<file path="src/rtl/event_bank_pkg.sv">
// Purpose: constants for the charger event flag and mask bank
// Assumes: byte-wide register port from the serial front end
// Notes: offsets are register addresses on the device's internal port
package event_bank_pkg;

  // =========================================================
  // register addresses
  localparam logic [7:0] charger_flags_addr = 8'h03;
  localparam logic [7:0] thermistor_flags_addr = 8'h05;
  localparam logic [7:0] timer_fault_flags_addr = 8'h06;
  localparam logic [7:0] charger_masks_addr = 8'h07;
  localparam logic [7:0] supply_temp_masks_addr = 8'h08;

  // =========================================================
  // reset values
  localparam logic [7:0] flags_reset = 8'h00;
  localparam logic [7:0] masks_reset = 8'h00;

  // =========================================================
  // timer and fault event bit positions
  localparam int watchdog_expiry_bit = 6;
  localparam int charge_timer_expiry_bit = 5;
  localparam int regulator_overcurrent_bit = 4;
  localparam int button_wake_first_bit = 2;
  localparam int button_wake_second_bit = 1;
  localparam int button_reset_warning_bit = 0;
  localparam int thermistor_missing_bit = 0;

  // =========================================================
  // charger event bit positions (shared by flags and masks)
  localparam int taper_entry_bit = 6;
  localparam int charge_done_bit = 5;
  localparam int input_limit_bit = 4;
  localparam int path_management_bit = 3;
  localparam int input_sag_bit = 2;
  localparam int die_heat_bit = 1;
  localparam int input_good_change_bit = 0;

  // =========================================================
  // supply and temperature mask bit positions
  localparam int input_overvoltage_bit = 7;
  localparam int cell_overcurrent_bit = 5;
  localparam int cell_undervoltage_bit = 4;
  localparam int cold_region_bit = 3;
  localparam int cool_region_bit = 2;
  localparam int warm_region_bit = 1;
  localparam int hot_region_bit = 0;

  // =========================================================
  // implemented bits of each flag register
  localparam logic [7:0] timer_fault_used = 8'h77;
  localparam logic [7:0] charger_used = 8'h7f;
  localparam logic [7:0] thermistor_used = 8'h01;

endpackage : event_bank_pkg

</file>
<file path="src/rtl/flag_byte.sv">
// Purpose: one byte of sticky clear-on-read event flags
// Assumes: events are one-cycle or level, sampled every clock
// Notes: an event in the read cycle survives the clear
`timescale 1ns/100ps
module flag_byte (
  // clock and reset
  input wire logic mclk,
  input wire logic rst,
  // events and read strobe
  input wire logic [7:0] event_in,
  input wire logic [7:0] used,
  input wire logic read_clear,
  // flag state
  output logic [7:0] flags,
  output logic [7:0] newly_set
);

  typedef struct packed {
    logic [7:0] flags;
    logic [7:0] newly_set;
  } flag_state_t;

  flag_state_t state;
  flag_state_t next_state;

  // =========================================================
  // next state
  always_comb begin
    next_state = state;
    next_state.newly_set = event_in & used & ~state.flags;
    if (read_clear) begin
      next_state.flags = 8'h00;
    end
    next_state.flags = next_state.flags | (event_in & used);
  end

  always_ff @(posedge mclk or posedge rst) begin
    if (rst) begin
      state <= '0;
    end else begin
      state <= next_state;
    end
  end

  assign flags = state.flags;
  assign newly_set = state.newly_set;

endmodule : flag_byte

</file>
<file path="src/rtl/charger_event_flag_mask_bank.sv">
// Purpose: event flags, interrupt masks and interrupt request of charger
// Assumes: serial front end gives one-cycle read and write strobes
// Notes: read data is registered, valid the cycle after the read strobe
`timescale 1ns/100ps

// Summary of operation
// - timer fault flags at 0x6, clear on read
// - bit 6 sets on watchdog expiry
// - bit 5 sets on safety timer expiry
// - bit 4 sets on regulator overcurrent
// - bit 2 sets on first wake timer
// - bit 1 sets on second wake timer
// - bit 0 sets on reset warning timer
// - thermistor open flag bit 0, clear on read
// - charger mask at 0x7, read/write, resets zero
// - bit 6 masks taper entry interrupt
// - bit 5 masks charge termination interrupt
// - bit 4 masks input current limit interrupt
// - bit 3 masks power path management interrupt
// - bit 2 masks input voltage regulation interrupt
// - bit 1 masks thermal regulation interrupt
// - bit 0 masks input power good interrupt
// - supply temperature mask at 0x8, read/write
// - bit 7 masks input overvoltage interrupt
// - bit 5 masks cell overcurrent interrupt
// - bit 4 masks cell undervoltage interrupt
// - bits 3,2 mask cold and cool
// - bits 1,0 mask warm and hot
// - no power good interrupt at low-battery power up
// - charger flags at 0x3, clear on read
module charger_event_flag_mask_bank (
  // clock and reset
  input wire logic mclk,
  input wire logic rst,
  // register port
  input wire logic reg_read,
  input wire logic reg_write,
  input wire logic [7:0] reg_addr,
  input wire logic [7:0] reg_wdata,
  output logic [7:0] reg_rdata,
  // timer and fault events
  input wire logic watchdog_expiry_event,
  input wire logic charge_timer_expiry_event,
  input wire logic regulator_overcurrent_event,
  input wire logic button_wake_first_event,
  input wire logic button_wake_second_event,
  input wire logic button_reset_warning_event,
  input wire logic thermistor_missing_event,
  // charger events
  input wire logic [6:0] charger_event,
  input wire logic powerup_low_battery,
  // supply and temperature events gated by the second mask
  input wire logic [7:0] supply_temp_event,
  // interrupt request and mask view
  output logic irq_pulse,
  output logic [7:0] supply_temp_gate
);

  typedef struct packed {
    logic [7:0] charger_event_masks;
    logic [7:0] supply_temp_event_masks;
    logic [7:0] reg_rdata;
    logic irq_pulse;
    logic [7:0] supply_temp_gate;
  } bank_state_t;

  bank_state_t state;
  bank_state_t next_state;

  logic [7:0] timer_events;
  logic [7:0] charger_events;
  logic [7:0] thermistor_events;
  logic [7:0] timer_fault_event_flags;
  logic [7:0] charger_event_flags;
  logic [7:0] thermistor_fault_flags;
  logic [7:0] timer_new;
  logic [7:0] charger_new;
  logic [7:0] thermistor_new;
  logic read_timer;
  logic read_charger;
  logic read_thermistor;

  // =========================================================
  // event collection
  always_comb begin
    timer_events = 8'h00;
    timer_events[event_bank_pkg::watchdog_expiry_bit] =
      watchdog_expiry_event;
    timer_events[event_bank_pkg::charge_timer_expiry_bit] =
      charge_timer_expiry_event;
    timer_events[event_bank_pkg::regulator_overcurrent_bit] =
      regulator_overcurrent_event;
    timer_events[event_bank_pkg::button_wake_first_bit] =
      button_wake_first_event;
    timer_events[event_bank_pkg::button_wake_second_bit] =
      button_wake_second_event;
    timer_events[event_bank_pkg::button_reset_warning_bit] =
      button_reset_warning_event;
    thermistor_events = 8'h00;
    thermistor_events[event_bank_pkg::thermistor_missing_bit] =
      thermistor_missing_event;
    charger_events = {1'b0, charger_event};
  end

  // =========================================================
  // clear-on-read strobes
  assign read_timer = reg_read &&
    reg_addr == event_bank_pkg::timer_fault_flags_addr;
  assign read_charger = reg_read &&
    reg_addr == event_bank_pkg::charger_flags_addr;
  assign read_thermistor = reg_read &&
    reg_addr == event_bank_pkg::thermistor_flags_addr;

  // =========================================================
  // flag registers
  flag_byte timer_flag_byte (
    .mclk(mclk),
    .rst(rst),
    .event_in(timer_events),
    .used(event_bank_pkg::timer_fault_used),
    .read_clear(read_timer),
    .flags(timer_fault_event_flags),
    .newly_set(timer_new)
  );

  flag_byte charger_flag_byte (
    .mclk(mclk),
    .rst(rst),
    .event_in(charger_events),
    .used(event_bank_pkg::charger_used),
    .read_clear(read_charger),
    .flags(charger_event_flags),
    .newly_set(charger_new)
  );

  flag_byte thermistor_flag_byte (
    .mclk(mclk),
    .rst(rst),
    .event_in(thermistor_events),
    .used(event_bank_pkg::thermistor_used),
    .read_clear(read_thermistor),
    .flags(thermistor_fault_flags),
    .newly_set(thermistor_new)
  );

  // =========================================================
  // next state
  always_comb begin
    logic [7:0] charger_open;
    charger_open = 8'h00;
    next_state = state;
    // mask writes
    if (reg_write) begin
      if (reg_addr == event_bank_pkg::charger_masks_addr) begin
        next_state.charger_event_masks = reg_wdata;
      end
      if (reg_addr == event_bank_pkg::supply_temp_masks_addr) begin
        next_state.supply_temp_event_masks = reg_wdata;
      end
    end
    // register read data
    if (reg_read) begin
      unique case (reg_addr)
        event_bank_pkg::charger_flags_addr: begin
          next_state.reg_rdata = charger_event_flags;
        end
        event_bank_pkg::thermistor_flags_addr: begin
          next_state.reg_rdata = thermistor_fault_flags;
        end
        event_bank_pkg::timer_fault_flags_addr: begin
          next_state.reg_rdata = timer_fault_event_flags;
        end
        event_bank_pkg::charger_masks_addr: begin
          next_state.reg_rdata = state.charger_event_masks;
        end
        event_bank_pkg::supply_temp_masks_addr: begin
          next_state.reg_rdata = state.supply_temp_event_masks;
        end
        default: begin
          next_state.reg_rdata = 8'h00;
        end
      endcase
    end
    // charger interrupt gating, mask bit 1 suppresses
    charger_open = charger_new & ~state.charger_event_masks;
    // per-bit masks
    if (powerup_low_battery) begin
      charger_open[event_bank_pkg::input_good_change_bit] = 1'b0;
    end
    // supply and temperature gates: high means event may interrupt
    next_state.supply_temp_gate =
      supply_temp_event & ~state.supply_temp_event_masks;
    // interrupt request from open charger, new timer and thermistor, and supply gate bits
    next_state.irq_pulse = (|charger_open) || (|timer_new) ||
      (|thermistor_new) || (|next_state.supply_temp_gate);
  end

  always_ff @(posedge mclk or posedge rst) begin
    if (rst) begin
      state.charger_event_masks <= event_bank_pkg::masks_reset;
      state.supply_temp_event_masks <= event_bank_pkg::masks_reset;
      state.reg_rdata <= event_bank_pkg::flags_reset;
      state.irq_pulse <= 1'b0;
      state.supply_temp_gate <= 8'h00;
    end else begin
      state <= next_state;
    end
  end

  assign reg_rdata = state.reg_rdata;
  assign irq_pulse = state.irq_pulse;
  assign supply_temp_gate = state.supply_temp_gate;

endmodule : charger_event_flag_mask_bank

</file>
<file path="config.mk">
export PLATFORM = sky130hd
export DESIGN_NAME = charger_event_flag_mask_bank
export DESIGN_NICKNAME = d
export VERILOG_FILES = /design/src/rtl/event_bank_pkg.sv /design/src/rtl/flag_byte.sv /design/src/rtl/charger_event_flag_mask_bank.sv
export SDC_FILE = /design/constraint.sdc
export NUM_CORES = 1
export LEC_CHECK = 0
export ABC_AREA = 1
export BUFFER_PORTS_ARGS = -buffer_cell sky130_fd_sc_hd__buf_2
export CAP_MARGIN = 20
export CORE_MARGIN = 2
export CORE_UTILIZATION = 50
export DETAILED_ROUTE_END_ITERATION = 8
export GPL_ROUTABILITY_DRIVEN = 0
export PLACE_DENSITY = 0.74
export SLEW_MARGIN = 20
export SYNTH_ARGS = -nofsm -noshare
export SYNTH_HDL_FRONTEND = slang
export SYNTH_SLANG_ARGS = --single-unit
</file>
<file path="constraint.sdc">
create_clock -name mclk -period 2.4 [get_ports mclk]
set_clock_uncertainty 0.1 [all_clocks]
set_input_delay 0.24 -clock mclk [delete_from_list [all_inputs] [get_ports mclk]]
set_output_delay 0.24 -clock mclk [all_outputs]
set_load 0.005 [all_outputs]
</file>
* Yosys cells after proc, flatten, opt, wreduce, memory -nomap -nowiden
Index checks and enable logic that the tools add are counted.
** Storage, ports and cells
- Input port bits :: 43
- Logic and storage cells :: 46
- Register bits :: 81
** Operators by class
- Reductions and logical operators :: 12
- Mux-type cells :: 5
- Eq/ne operators :: 5
- Bitwise operators :: 13
** Operators by type and width (count)
- 8-bit NOT :: 5
- 8-bit case mux with 5 select lines :: 1
- 8-bit OR reduction :: 4
- 8-bit by 3-bit == test with 1-bit output (second input constant) :: 3
- 8-bit 2-to-1 mux :: 3
- 7-bit by 8-bit bitwise AND with 8-bit output :: 2
- 8-bit bitwise AND :: 2
- 8-bit by 7-bit OR with 8-bit output :: 2
- 1-bit by 8-bit bitwise AND with 8-bit output :: 1
- 8-bit by 2-bit == test with 1-bit output (second input constant) :: 1
- 8-bit by 4-bit == test with 1-bit output (second input constant) :: 1
- 8-bit by 1-bit OR with 8-bit output :: 1
- 2-bit AND reduction :: 2
- 1-bit logical AND :: 3
- 1-bit logical OR :: 3
- 1-bit 2-to-1 mux :: 1

* Depth between registers and ports, before layout
- Depth in word-level cells :: 7
- Mapped depth :: 9
- Gate-level depth less buffers :: 8

* Hierarchy
From an unflattened synthesis, not the netlist that was laid out.
** Second synthesis, totals
- Cells, all modules :: 429
- Area, all modules :: 3627.2 µm²
** Modules (own cells, without submodules)
- charger_event_flag_mask_bank :: instances 1, area an instance 2043.2 µm², seq. area each 825.8 µm², cells an instance 279
- flag_byte :: instances 3, area an instance 528.0 µm², seq. area each 400.4 µm², cells an instance 50

* Least setup slack after synthesis
No wires, ideal clock.
- Path type :: input to register
- Start :: input port reg_addr[6]
- End :: register charger_flag_byte.state, in the netlist charger_flag_byte.flags[0]
- Slack :: 1.168 ns
- Stages on the path :: 7
- Buffers on the path :: 1
- Arrival :: 1.009 ns
- Setup time :: 0.123 ns
- Cell sequence :: inv_1 -> nand2_1 -> nor2_4 -> buf_2 -> nand2_1 -> o21ai_0 -> nand2_1
** RTL lines
- start: declaration :: line charger_event_flag_mask_bank.sv:38 : input wire logic [7:0] reg_addr,
- end signal: assignment :: line flag_byte.sv:41 : state <= next_state;
- end: declaration :: line flag_byte.sv:23 : flag_state_t state;

* Final worst setup path
- Start :: input port reg_addr[6]
- End :: register state[18] (netlist bit)
** On the way
- Longest elaborated chain between the ends :: 2
** Ends and longest elaborated chain
- 8-bit by 4-bit == test with 1-bit output :: line charger_event_flag_mask_bank.sv:157 : if (reg_addr == event_bank_pkg::supply_temp_masks_addr) begin
- 2-bit AND reduction (no source line)
- end signal: assignment :: line charger_event_flag_mask_bank.sv:206 : state <= next_state;
- end: declaration :: line charger_event_flag_mask_bank.sv:67 : bank_state_t state;
No other way between the ends.
A chain may end at the register's enable or synchronous reset.

==> flow_metrics.tcl <==
set metrics [dict create \
    outcome "complete, no violations" \
    finalPower_mw 2.04 \
    vias_per_cell 4.82 \
    slew_viol_final 0 \
    finalWorstPathRequiredPeriod_ns 1.41 \
    design.die.area_um2 6100 \
    commonest_non_fill_non_tap_cell_in_the_layout "sky130_fd_sc_hd__nand2_1" \
    count_of_warnings_emitted_by_yosys 0 \
    rr_startpoint "state[17]" \
    hold_class "in2reg" \
    insertedDiodeCount 0 \
    antenna_found_initial 0 \
    ys_async_sr_fraction_pct 100 \
    ios 60 \
    die_w_um 78.1 \
    critical_path.slowest_cell "sky130_fd_sc_hd__and2_1" \
    report.final.hold_viol_count 0 \
    synthesis.area_um2 2750 \
    critical_path.n_buffers_inverters 2 \
    tritoncts.num_buffers 9 \
    power.density_nw_per_um2 640 \
    layout-area-overhead-vs-synth_pct 16.2 \
    grt_pass1_wl_um 9170 \
    timing.critical_path.arrival_ns 1.53 \
    floorplan.initialDensity_pct 52.7 \
    detailedRoute.firstPassIterationCount 6 \
    cp.required_ns 2.51 \
    f_max_mhz 707 \
    drc_errors 0 \
    grt.total_usage_pct 20.2 \
    most_frequent_cells_in_the_layout "86 x sky130_fd_sc_hd__nand2_1, 61 x sky130_fd_sc_hd__dfrtp_1, 59 x sky130_fd_sc_hd__buf_2, 41 x sky130_fd_sc_hd__inv_1, 39 x sky130_fd_sc_hd__nand3_1" \
    worst-setup-path-type "in2reg" \
    hp-start "charger_event[2]" \
    finalCoreUtilization_pct 61.3 \
    core_area_um2 5200 \
    place_inst 430 \
    final-setup-viol-count 0 \
    synth_top_flop_cell "sky130_fd_sc_hd__dfrtp_1" \
    first_global_vias 1915 \
    routed_via_count 2159 \
    instances_no_fill 448 \
    worst_setup_hold_path_clk_slew_ns 0.06 \
    seq_area_frac_synth_pct 55.6 \
    worst-slew-pin-transition_ns 0.587 \
    cts-htree-levels 3 \
    worst_ir_drop_vdd_mv 0.489 \
    pin_count_of_the_biggest_net_entering_global_routing 36 \
    synth_enable_flop_cells 0 \
    post_cts_hold_buffer_count 3 \
    dp_slack_ns 0.692 \
    synthCells 324 \
    postRouteAntennaNets 0 \
    drive_gt1_share_pct 21.2 \
    wire_per_inst_um 12.7 \
    rsz0062_at_grt "false" \
    global_route.overflow_total 0 \
    layout_worst_path_cycle_share_pct 58.9 \
    worstPathMaxFanout 11 \
    fp-row-count 26 \
    wl_um 5690 \
    ys_seq_elements 61 \
    fin_setup_tns_ns 0 \
    cts_num_sinks 61 \
    post_cts_buffers 0 \
    final_area_um2 3190 \
    critical_path.top_delay_family "simple AND/OR/NAND/NOR gates" \
    post_cts_resize_count 0 \
    synth.net_count 367 \
    crit_path_cell_trace "buf_2 -> inv_1 -> nand2_1 -> nor2_4 -> and2_1 -> nand2_1 -> nand2_1 -> nand2_1" \
    cts_buffer_depth 2 \
    worstSkewPairLatency_ns 0.33 \
    max_slew_margin_pct 60.8 \
    synthesis.area_per_instance_um2 8.47 \
    finalWorstSetupSlack_ns 0.986 \
    cts_root_buffer "sky130_fd_sc_hd__clkbuf_8" \
    top_cell_by_count_worst_path "sky130_fd_sc_hd__nand2_1" \
    placed_instance_area_um2 2990 \
    max_stage_delay_ns 0.37 \
    timing.critical_path.from_type "input port" \
    critPathLaunch "reg_addr[6]" \
    worstSetupEndpointType "register" \
    tritoncts_clock_tree "built" \
    nets 417 \
    fp.dieH_um 78.1 \
    hpwl_um 4280 \
    drt-initial-drc-count 120 \
    hold_ws_ns 0.0129 \
    maxCapViolations 0 \
    total_leakage_power_nw 1.69 \
    ys_types 19 \
    port_buffers 59 \
]
final timing paths:
path                                                   to  slack [ns]  depth (start not counted)
max reg2reg                                     irq_pulse        1.27                          5
max in group asynchronous                       state[31]        1.20                          4
min                            charger_flag_byte.flags[2]        0.01                          3
max                                             state[18]        0.99                          8
min in group asynchronous             supply_temp_gate[2]        0.42                          3
min reg2reg                charger_flag_byte.newly_set[0]        0.35                          1
cell usage after synthesis, types with 2 or more instances:
library cell / count / share of area [%]
sky130_fd_sc_hd__buf_2: 4 / 0.73
sky130_fd_sc_hd__buf_4: 17 / 4.6
sky130_fd_sc_hd__clkbuf_1: 3 / 0.41
sky130_fd_sc_hd__dfrtp_1: 61 / 56
sky130_fd_sc_hd__inv_1: 42 / 5.7
sky130_fd_sc_hd__nand2_1: 86 / 12
sky130_fd_sc_hd__nand3_1: 39 / 7.1
sky130_fd_sc_hd__nand4_1: 6 / 1.4
sky130_fd_sc_hd__nor2_1: 28 / 3.8
sky130_fd_sc_hd__nor2_2: 2 / 0.46
sky130_fd_sc_hd__nor2_4: 4 / 1.6
sky130_fd_sc_hd__nor4_1: 2 / 0.46
sky130_fd_sc_hd__o21ai_0: 20 / 3.6
sky130_fd_sc_hd__o21ai_1: 2 / 0.36
sky130_fd_sc_hd__o22ai_1: 4 / 0.91
registers in the layout (all words and copies together) (netlist names):
signal and flops:
irq_pulse 1, thermistor_flag_byte.flags 1, state 16, timer_flag_byte.flags 6, reg_rdata 8, charger_flag_byte.flags 7
timer_flag_byte.newly_set 6, supply_temp_gate 8, thermistor_flag_byte.newly_set 1, charger_flag_byte.newly_set 7
tightest hold or removal path: stages:
cell and delay (ns):
sky130_fd_sc_hd__buf_2 0.07, sky130_fd_sc_hd__inv_1 0.04, sky130_fd_sc_hd__nand2_1 0.05
layout make-up:
class | count | area (um^2)
Clock buffer | 13 | 139
Clock inverter | 2 | 35.0
Fill cell | 475 | 2020
Inverter | 42 | 158
Multi-Input combinational cell | 196 | 891
Sequential cell | 61 | 1530
Tap cell | 70 | 87.6
Timing Repair Buffer | 64 | 353
routing by layer:
layer  track usage (%)  up-vias  share of wire (%)
met4              9.65        0                1.7
met2              29.0       78                 45
li1                  -     1101                  -
met3              4.60       12                7.2
met1              29.2      968                 46
met5                 0        -                  0
power by group:
group | switching [mW] | internal (mW)
sequential | 0.0161 | 1.05
combinational | 0.0898 | 0.0577
clock | 0.351 | 0.474
total | 0.457 | 1.59
kinds of logic (layout without fill, tap and decap cells):
kind of cell / count (synthesis) / count (layout) / synth area share, %
AND/OR/NAND/NOR: 169 / 169 / 27.3
buffers and inverters: 67 / 121 / 11.9
flip-flops: 61 / 61 / 55.6
AO/OA/AOI/OAI: 27 / 27 / 5.20
(Power assumes the default switching activity.)
